--- src/hw/dcpm_pkg.sv ---
// Purpose: Shared constants and carrier types for the DRAM clock-enable power manager.
// Assumes: 50 MHz command clock, four ranks per channel.
// Notes:   Timing figures are kept in their own units and converted to cycles here.
package dcpm_pkg;
  localparam int          DCPM_RANKS          = 4;
  localparam int          DCPM_CLK_MHZ        = 50;
  localparam int          DCPM_INIT_US        = 200;
  // Least time rounds up; the power-up hold is counted well past it (double).
  localparam int          DCPM_INIT_CYC       = DCPM_INIT_US * DCPM_CLK_MHZ * 2;
  localparam int          DCPM_EXIT_CYC_DEF   = 4;
  localparam int          DCPM_TYPE_HI        = 15;
  localparam int          DCPM_TYPE_LO        = 12;
  localparam int          DCPM_IDLE_HI        = 11;
  localparam int          DCPM_IDLE_LO        = 0;
  localparam logic [3:0]  DCPM_PD_NONE        = 4'h0;
  localparam logic [3:0]  DCPM_PD_OPEN_PAGE   = 4'h1;
  localparam logic [3:0]  DCPM_PD_PRECHARGED  = 4'h2;
  localparam logic [2:0]  DCPM_CSTATE_C3      = 3'h3;
  localparam logic [3:0]  DCPM_MASK_ZERO      = 4'h0;
  localparam logic [11:0] DCPM_CNT_ZERO       = 12'h000;

  typedef enum logic [1:0] {DCPM_DDR4, DCPM_DDR5, DCPM_LPDDR4, DCPM_LPDDR5} dcpm_tech_t;

  typedef enum {DCPM_INIT, DCPM_RUN, DCPM_DRAIN, DCPM_SELF_REF, DCPM_REF_UP, DCPM_REF_WAIT} dcpm_state_t;

  // Firmware configuration bundle.
  typedef struct packed {
    logic                  cke_release;
    logic [15:0]           pd_config;
    logic [DCPM_RANKS-1:0] populated;
    logic [DCPM_RANKS-1:0] graphics_ranks;
    dcpm_tech_t            tech;
  } dcpm_cfg_t;

  // Per-rank pin drive toward the DRAM.
  typedef struct packed {
    logic [DCPM_RANKS-1:0] cke;
    logic [DCPM_RANKS-1:0] cs_pd;
    logic [DCPM_RANKS-1:0] out_en_n;
    logic [DCPM_RANKS-1:0] rx_enable;
  } dcpm_pins_t;
endpackage

--- src/hw/dcpm_rank_idle.sv ---
// Purpose: One rank's idle counter and power-down decision.
// Assumes: Threshold counted in command clocks; zero disables dynamic power-down.
// Notes:   The counter restarts on every transaction that arrives for this rank.
module dcpm_rank_idle (
  // Clock and reset
  input  wire logic        clk,
  input  wire logic        rstn,
  // Control
  input  wire logic        enable,
  input  wire logic        txn_arrive,
  input  wire logic        txn_queued,
  input  wire logic [11:0] threshold,
  // Result
  output logic             expired
);
  import dcpm_pkg::*;

  typedef struct packed {
    logic [11:0] cnt;
    logic        exp;
  } dcpm_idle_st_t;

  dcpm_idle_st_t st_reg;
  dcpm_idle_st_t st_next;

  always_comb begin
    st_next = st_reg;
    if (!enable || txn_arrive || txn_queued || threshold == DCPM_CNT_ZERO) begin
      st_next.cnt = DCPM_CNT_ZERO;
      st_next.exp = 1'b0;
    end else if (st_reg.cnt >= threshold - 12'h001) begin
      st_next.exp = 1'b1;
    end else begin
      st_next.cnt = st_reg.cnt + 12'h001;
    end
  end

  always_ff @(posedge clk) begin
    if (!rstn) begin
      st_reg <= '0;
    end else begin
      st_reg <= st_next;
    end
  end

  assign expired = st_reg.exp;
endmodule

--- src/hw/dcpm_top.sv ---
// Purpose: DRAM clock-enable and chip-select power manager for one channel.
// Assumes: Request queues and the refresh scheduler sit outside; inputs are synchronous to clk.
// Notes:   Command issue is gated by cmd_allow; the scheduler must honour it.
// Operation
// - Hold clock enable low throughout power-up.
// - Clock enable stays low under reset until firmware sets the release bit.
// - Inactive clock-enable interval lasts well beyond 200 microseconds.
// - DDR5 and LPDDR5 use chip select for power-state control.
// - Enter self-refresh in package C3 or deeper with no pending requests.
// - Suspend or conditional self-refresh drains first, then self-refreshes non-graphics ranks.
// - Power down each rank independently from its own idle state.
// - Type field picks open-page or precharged power-down; precharged closes pages first.
// - Power all ranks up before refresh, down again after it completes.
// - Per-rank clock enable stays low for unpopulated ranks; their chip-select power-down pin stays deasserted.
// - Unused signals: driver off from the first clock after reset, receiver off, input path gated.
// - Keep clock enable at its level while supplies are gated.
// - Skip retraining on resume; restore stored training results.
// - Type in bits 15:12, idle threshold in command clocks in bits 11:0.
// - Idle counter restarts on each arrival; expiry plus empty queue permits power-down.
module dcpm_top #(
  parameter int INIT_CYC = dcpm_pkg::DCPM_INIT_CYC,
  parameter int EXIT_CYC = dcpm_pkg::DCPM_EXIT_CYC_DEF
) (
  // Clock and reset
  input  wire logic                            clk,
  input  wire logic                            rstn,
  // Firmware configuration
  input  wire dcpm_pkg::dcpm_cfg_t             cfg,
  input  wire logic                            training_valid,
  // Package power state
  input  wire logic [2:0]                      pkg_cstate,
  input  wire logic                            suspend_req,
  input  wire logic                            cond_sr_req,
  input  wire logic                            supply_gated,
  // Request queues
  input  wire logic [dcpm_pkg::DCPM_RANKS-1:0] txn_arrive,
  input  wire logic [dcpm_pkg::DCPM_RANKS-1:0] txn_queued,
  input  wire logic                            cycles_pending,
  input  wire logic [dcpm_pkg::DCPM_RANKS-1:0] pages_open,
  input  wire logic                            pages_closed_ack,
  // Refresh scheduler
  input  wire logic                            refresh_req,
  input  wire logic                            refresh_done,
  // DRAM side
  output dcpm_pkg::dcpm_pins_t                 pins,
  output logic [dcpm_pkg::DCPM_RANKS-1:0]      self_refresh,
  // Status and commands toward the scheduler
  output logic                                 precharge_all_req,
  output logic                                 refresh_go,
  output logic [dcpm_pkg::DCPM_RANKS-1:0]      cmd_allow,
  output logic                                 skip_training,
  output logic                                 init_done
);
  import dcpm_pkg::*;

  localparam int CNT_W = $clog2(INIT_CYC + 1);

  typedef struct packed {
    dcpm_state_t          state;
    logic [CNT_W-1:0]     init_cnt;
    logic                 hold_done;
    logic [DCPM_RANKS-1:0] pd;
    logic [DCPM_RANKS-1:0] sr;
    logic [DCPM_RANKS-1:0] allow;
    logic [DCPM_RANKS-1:0][7:0] exit_cnt;
    logic                 pre_req;
    logic                 ref_go;
    logic                 trained;
    dcpm_pins_t           pins;
  } dcpm_st_t;

  dcpm_st_t              st_reg;
  dcpm_st_t              st_next;
  logic [DCPM_RANKS-1:0] idle_exp;
  logic [3:0]            pd_type;
  logic [11:0]           idle_thr;
  logic                  pd_en;
  logic                  cs_based;
  logic                  deep_idle;

  assign pd_type   = cfg.pd_config[DCPM_TYPE_HI:DCPM_TYPE_LO];
  assign idle_thr  = cfg.pd_config[DCPM_IDLE_HI:DCPM_IDLE_LO];
  assign pd_en     = (pd_type == DCPM_PD_OPEN_PAGE) || (pd_type == DCPM_PD_PRECHARGED);
  assign cs_based  = (cfg.tech == DCPM_DDR5) || (cfg.tech == DCPM_LPDDR5);
  assign deep_idle = pkg_cstate >= DCPM_CSTATE_C3;

  genvar g;
  generate
    for (g = 0; g < DCPM_RANKS; g++) begin : g_idle
      dcpm_rank_idle u_idle (
        .clk        (clk),
        .rstn       (rstn),
        .enable     (pd_en && cfg.populated[g] && st_reg.state == DCPM_RUN),
        .txn_arrive (txn_arrive[g]),
        .txn_queued (txn_queued[g]),
        .threshold  (idle_thr),
        .expired    (idle_exp[g])
      );
    end
  endgenerate

  always_comb begin
    logic [DCPM_RANKS-1:0] awake;
    awake   = '0;
    st_next = st_reg;
    st_next.pre_req = 1'b0;
    st_next.ref_go  = 1'b0;
    case (st_reg.state)
      DCPM_INIT: begin
        // Counting starts at reset release so the low interval always covers the minimum.
        if (st_reg.init_cnt != CNT_W'(INIT_CYC)) begin
          st_next.init_cnt = st_reg.init_cnt + 1'b1;
        end else begin
          st_next.hold_done = 1'b1;
        end
        if (st_reg.hold_done && cfg.cke_release) begin
          st_next.state   = DCPM_RUN;
          st_next.trained = training_valid;
        end
      end
      DCPM_RUN: begin
        for (int r = 0; r < DCPM_RANKS; r++) begin
          // Count down first, so a wake inside a running delay still reloads the full exit time.
          if (st_reg.exit_cnt[r] != 8'h00) begin
            st_next.exit_cnt[r] = st_reg.exit_cnt[r] - 8'h01;
          end
          if (st_reg.pd[r] && (txn_arrive[r] || txn_queued[r])) begin
            st_next.pd[r]       = 1'b0;
            st_next.exit_cnt[r] = 8'(EXIT_CYC);
          end else if (!st_reg.pd[r] && idle_exp[r] && !txn_queued[r] && !txn_arrive[r]) begin
            if (pd_type == DCPM_PD_PRECHARGED && pages_open[r]) begin
              st_next.pre_req = 1'b1;
            end else begin
              st_next.pd[r] = 1'b1;
            end
          end
        end
        if (suspend_req || cond_sr_req || (deep_idle && !cycles_pending && txn_queued == DCPM_MASK_ZERO)) begin
          st_next.state = DCPM_DRAIN;
        end else if (refresh_req && pd_en) begin
          st_next.pd    = '0;
          st_next.state = DCPM_REF_UP;
          for (int r = 0; r < DCPM_RANKS; r++) st_next.exit_cnt[r] = 8'(EXIT_CYC);
        end else if (refresh_req) begin
          st_next.ref_go = 1'b1;
        end
      end
      DCPM_DRAIN: begin
        if (!cycles_pending && txn_queued == DCPM_MASK_ZERO) begin
          st_next.sr    = cfg.populated & ~cfg.graphics_ranks;
          st_next.state = DCPM_SELF_REF;
        end
      end
      DCPM_SELF_REF: begin
        if (!suspend_req && !cond_sr_req && !deep_idle) begin
          st_next.sr      = '0;
          st_next.trained = training_valid;
          st_next.state   = DCPM_RUN;
          for (int r = 0; r < DCPM_RANKS; r++) st_next.exit_cnt[r] = 8'(EXIT_CYC);
        end
      end
      DCPM_REF_UP: begin
        if (st_reg.exit_cnt[0] == 8'h00) begin
          st_next.ref_go = 1'b1;
          st_next.state  = DCPM_REF_WAIT;
        end
        for (int r = 0; r < DCPM_RANKS; r++)
          if (st_reg.exit_cnt[r] != 8'h00) st_next.exit_cnt[r] = st_reg.exit_cnt[r] - 8'h01;
      end
      DCPM_REF_WAIT: begin
        if (refresh_done) begin
          st_next.pd    = cfg.populated;
          st_next.state = DCPM_RUN;
        end
      end
      default: st_next.state = DCPM_INIT;
    endcase

    // Pin drive is registered from the next state, so it changes in the same cycle as the power state.
    for (int r = 0; r < DCPM_RANKS; r++) begin
      awake[r] = (st_next.state != DCPM_INIT) && cfg.populated[r] && !st_next.pd[r] && !st_next.sr[r];
      st_next.allow[r] = awake[r] && st_next.exit_cnt[r] == 8'h00
                         && st_next.state inside {DCPM_RUN, DCPM_REF_WAIT};
    end
    // Supply gating never touches the clock-enable flops, so their level holds.
    st_next.pins.cke       = cs_based ? '0 : awake;
    st_next.pins.cs_pd     = cs_based ? ~awake & cfg.populated : '0;
    // Populated ranks stay driven through power-up: a floating clock enable would not hold the ranks quiet.
    st_next.pins.out_en_n  = ~cfg.populated;
    st_next.pins.rx_enable = cfg.populated & {DCPM_RANKS{st_next.state != DCPM_INIT && !supply_gated}};
  end

  always_ff @(posedge clk) begin
    if (!rstn) begin
      st_reg       <= '0;
      st_reg.state <= DCPM_INIT;
    end else begin
      st_reg <= st_next;
    end
  end

  assign pins              = st_reg.pins;
  assign self_refresh      = st_reg.sr;
  assign precharge_all_req = st_reg.pre_req;
  assign refresh_go        = st_reg.ref_go;
  assign cmd_allow         = st_reg.allow;
  assign skip_training     = st_reg.trained;
  assign init_done         = st_reg.hold_done;
endmodule

--- config.mk ---
export PLATFORM = sky130hd
export DESIGN_NAME = dcpm_top
export DESIGN_NICKNAME = d
export VERILOG_FILES = /design/src/hw/dcpm_pkg.sv /design/src/hw/dcpm_rank_idle.sv /design/src/hw/dcpm_top.sv
export SDC_FILE = /design/constraint.sdc
export NUM_CORES = 1
export LEC_CHECK = 0
export BUFFER_PORTS_ARGS = -buffer_cell sky130_fd_sc_hd__buf_2
export CAP_MARGIN = 20
export CORE_MARGIN = 1.5
export CORE_UTILIZATION = 55
export DETAILED_ROUTE_END_ITERATION = 10
export PLACE_DENSITY_LB_ADDON = 0.25
export SETUP_SLACK_MARGIN = 0.4
export SLEW_MARGIN = 30
export SYNTH_ARGS = -nofsm -noshare
export SYNTH_HDL_FRONTEND = slang
export SYNTH_SLANG_ARGS = --single-unit
--- constraint.sdc ---
create_clock -name clk -period 4.4 [get_ports clk]
set_input_delay 0.44 -clock clk [delete_from_list [all_inputs] [get_ports clk]]
set_output_delay 0.44 -clock clk [all_outputs]
set_load 0.1 [all_outputs]
==> reports/qor.yml <==
status: "complete, no violations"
grt_first_pass_wirelength_um: 35180
die_w_um: 131.1
drtPass1Iterations: 4
diodes: 0
hold_class: "in -> reg"
fin_setup_tns_ps: 0
hold_ws_ps: 253.4
ys_ff_latch: 163
synth_edf_count: 0
clk_latency_ps: 430
die_area_sq_um: 17200
route.vias.total: 7874
maxSlewViolCount: 0
place_area_sq_um: 9552
clockBufferDepth: 2
maxCapViolations: 0
r2r_slack_ps: 1100
cp.required_ps: 4700
std_cell_rows: 46
hold_buffers: 0
pwr_density_cell_nw_per_um2: 312.7
drtAntennaViolNets: 0
relSlewSlack_pct: 47.02
place_inst: 1345
arrival_ps: 3980
antenna_found_initial: 1
highest_layer: "met5"
met3_length_um: 1383
endpoint: "g_idle[1].u_idle.st_reg[9]$_SDFFE_PP0N_"
start_kind: "input pin"
wl_met2_um: 9564
core_sq_um: 15940
finalSetupViolCount: 0
drt_iter0_markers: 576
drt_drc_violations_left: 0
netlist_area_sq_um: 9031
ios: 80
clk_pin_slew_ps: 60
wl_per_cell_um: 15.43
grt_usage_pct: 24.96
syn_inst: 1067
async_reset_ff_share_pct: 0
setup_slack_ps: 717.8
postLayoutCellArea_sq_um: 10170
place.gp.congestion: 0.9463
largest_reg_flops: 83
r2r-start: "st_reg[97]$_SDFF_PN0_"
cts_sinks: 163
p_leak_nw: 4.015
hold_viol_final: 0
regArea_sq_um: 3263
ys.flop_type: "dfxtp_1"
fin_util_pct: 63.80
synthDistinctLibCells: 89
die_h_um: 131.1
cts.htree.levels: 4
rsz0062_at_grt: "false"
fmax_mhz: 271.6
hpwl_um: 15430
total_power_mw: 3.180
wl_met1_um: 9851
ys_seq_area_share_pct: 36.13
grt_overflow: 0
peakVddDrop_mv: 0.3186
r2r_cells: 8
grt_max_degree: 52
final_cell_count_no_fill: 1376
grt_pass1_vias: 7359
ys_warn_count: 0
tightestPinTransition_ps: 788.6
preCtsSetupSlack_ps: 285.3
worstSetupPathType: "in -> reg"
fin_nets: 1262
min_period_ps: 3682
mostFrequentLayoutCell: "dfxtp_1"
drive_above_1_share_pct: 13.36
layout_common_cells: "dfxtp_1 (163), nor2_1 (138), buf_2 (77), nand2_1 (70), a21oi_1 (69)"
syn_avg_cell_area_sq_um: 8.464
start_util_pct: 56.65
fin_worst_skew_ps: 12.91
end_kind: "register"
multiInputGateArea_sq_um: 5419
startpoint: "cfg[11]"
regToRegEndpoint: "cmd_allow[2]$_SDFF_PN0_"
crit_fanout: 8
finalCritPeriodShare_pct: 83.69
vias_per_cell: 5.722
cts_tree: "built"
cts_buffers: 17
placement.io_buffers: 77
area_growth_pct: 12.62
fillers: 1388
wl_um: 21230
min_from: "training_valid"
ctsRootBufferMaster: "clkbuf_16"
timing repair:
| action | 4_1_cts | 5_1_grt |
|---|---|---|
| endpoints found under the hold margin | 0 | 0 |
| buffers inserted | 0 | 0 |
| setup endpoints to repair | 0 | 3 |
| resized for setup | 0 | 1 |
final cells by class:
type / count / share of cell area [%]
Multi-Input combinational cell: 839 / 53.28
Inverter: 41 / 1.513
Timing Repair Buffer: 86 / 4.453
Tap cell: 216 / 2.657
Sequential cell: 163 / 32.08
Clock inverter: 9 / 1.156
Clock buffer: 22 / 4.859
where the power goes:
| part | switching [mW] | total (mW) | internal (mW) |
|---|---|---|---|
| Sequential | 0.00563 | 1.50 | 1.49 |
| Combinational | 0.108 | 0.159 | 0.0516 |
| Clock | 0.608 | 1.52 | 0.914 |
| Total | 0.722 | 3.18 | 2.46 |
Yosys cell counts, types with 7 or more instances:
master / count / area share, %
nand4_1: 19 / 1.3
a211oi_1: 15 / 1.2
inv_1: 40 / 1.7
nand4b_1: 7 / 0.68
xor2_1: 18 / 1.7
or3_1: 14 / 0.97
o21ai_0: 47 / 2.6
buf_2: 9 / 0.50
nor2_1: 138 / 5.7
clkbuf_1: 15 / 0.62
nor4_1: 15 / 1.0
a31oi_1: 9 / 0.62
nand2b_1: 15 / 1.0
xnor2_1: 41 / 4.0
and3_1: 15 / 1.0
nand2_1: 70 / 2.9
or2_2: 7 / 0.48
dfxtp_1: 163 / 36
o21a_1: 10 / 0.83
nand3_1: 42 / 2.3
a21o_1: 13 / 1.1
and2_1: 28 / 1.9
buf_4: 25 / 2.1
ha_1: 62 / 8.6
nor3_1: 42 / 2.3
a21oi_1: 69 / 3.8
layer usage:
metal  up-vias  global-route usage [%]
met2       224                   40.80
met3        37                   5.517
li1       3954                       -
met5         -                       0
met1      3657                   32.57
met4         2                   8.552
worst max-delay path, stage by stage:
cell       delay, ps
buf_2            110
inv_1             70
ha_1             170
nand2_1           80
or3_1            370
or3b_2           530
xor2_2           210
ha_1             210
or4_1            520
a211oi_1         210
o21ai_1          220
a2111oi_0        590
xnor2_1          190
nor2_1            50
cells by family after synthesis:
kind of cell             synth area share, %
buffers and inverters                  5.112
flip-flops                             36.13
AO/OA/AOI/OAI                          17.01
AND/OR/NAND/NOR                        26.71
other                                0.04152
XOR/XNOR                               5.722
multiplexers                          0.6789
adder cells (fa/ha/maj)                8.590
worst min path at each step:
stage,end,cells after the start
floorplan,g_idle[3].u_idle.expired$_SDFFE_PP0P_,2
global placement,g_idle[3].u_idle.expired$_SDFFE_PP0P_,2
detailed placement,g_idle[0].u_idle.expired$_SDFFE_PP0P_,2
CTS,skip_training$_SDFFE_PN0P_,3
global route,pins[13]$_SDFF_PP0_,2
finish,skip_training$_SDFFE_PN0P_,3
No activity file was read; power rests on OpenSTA's default activity.
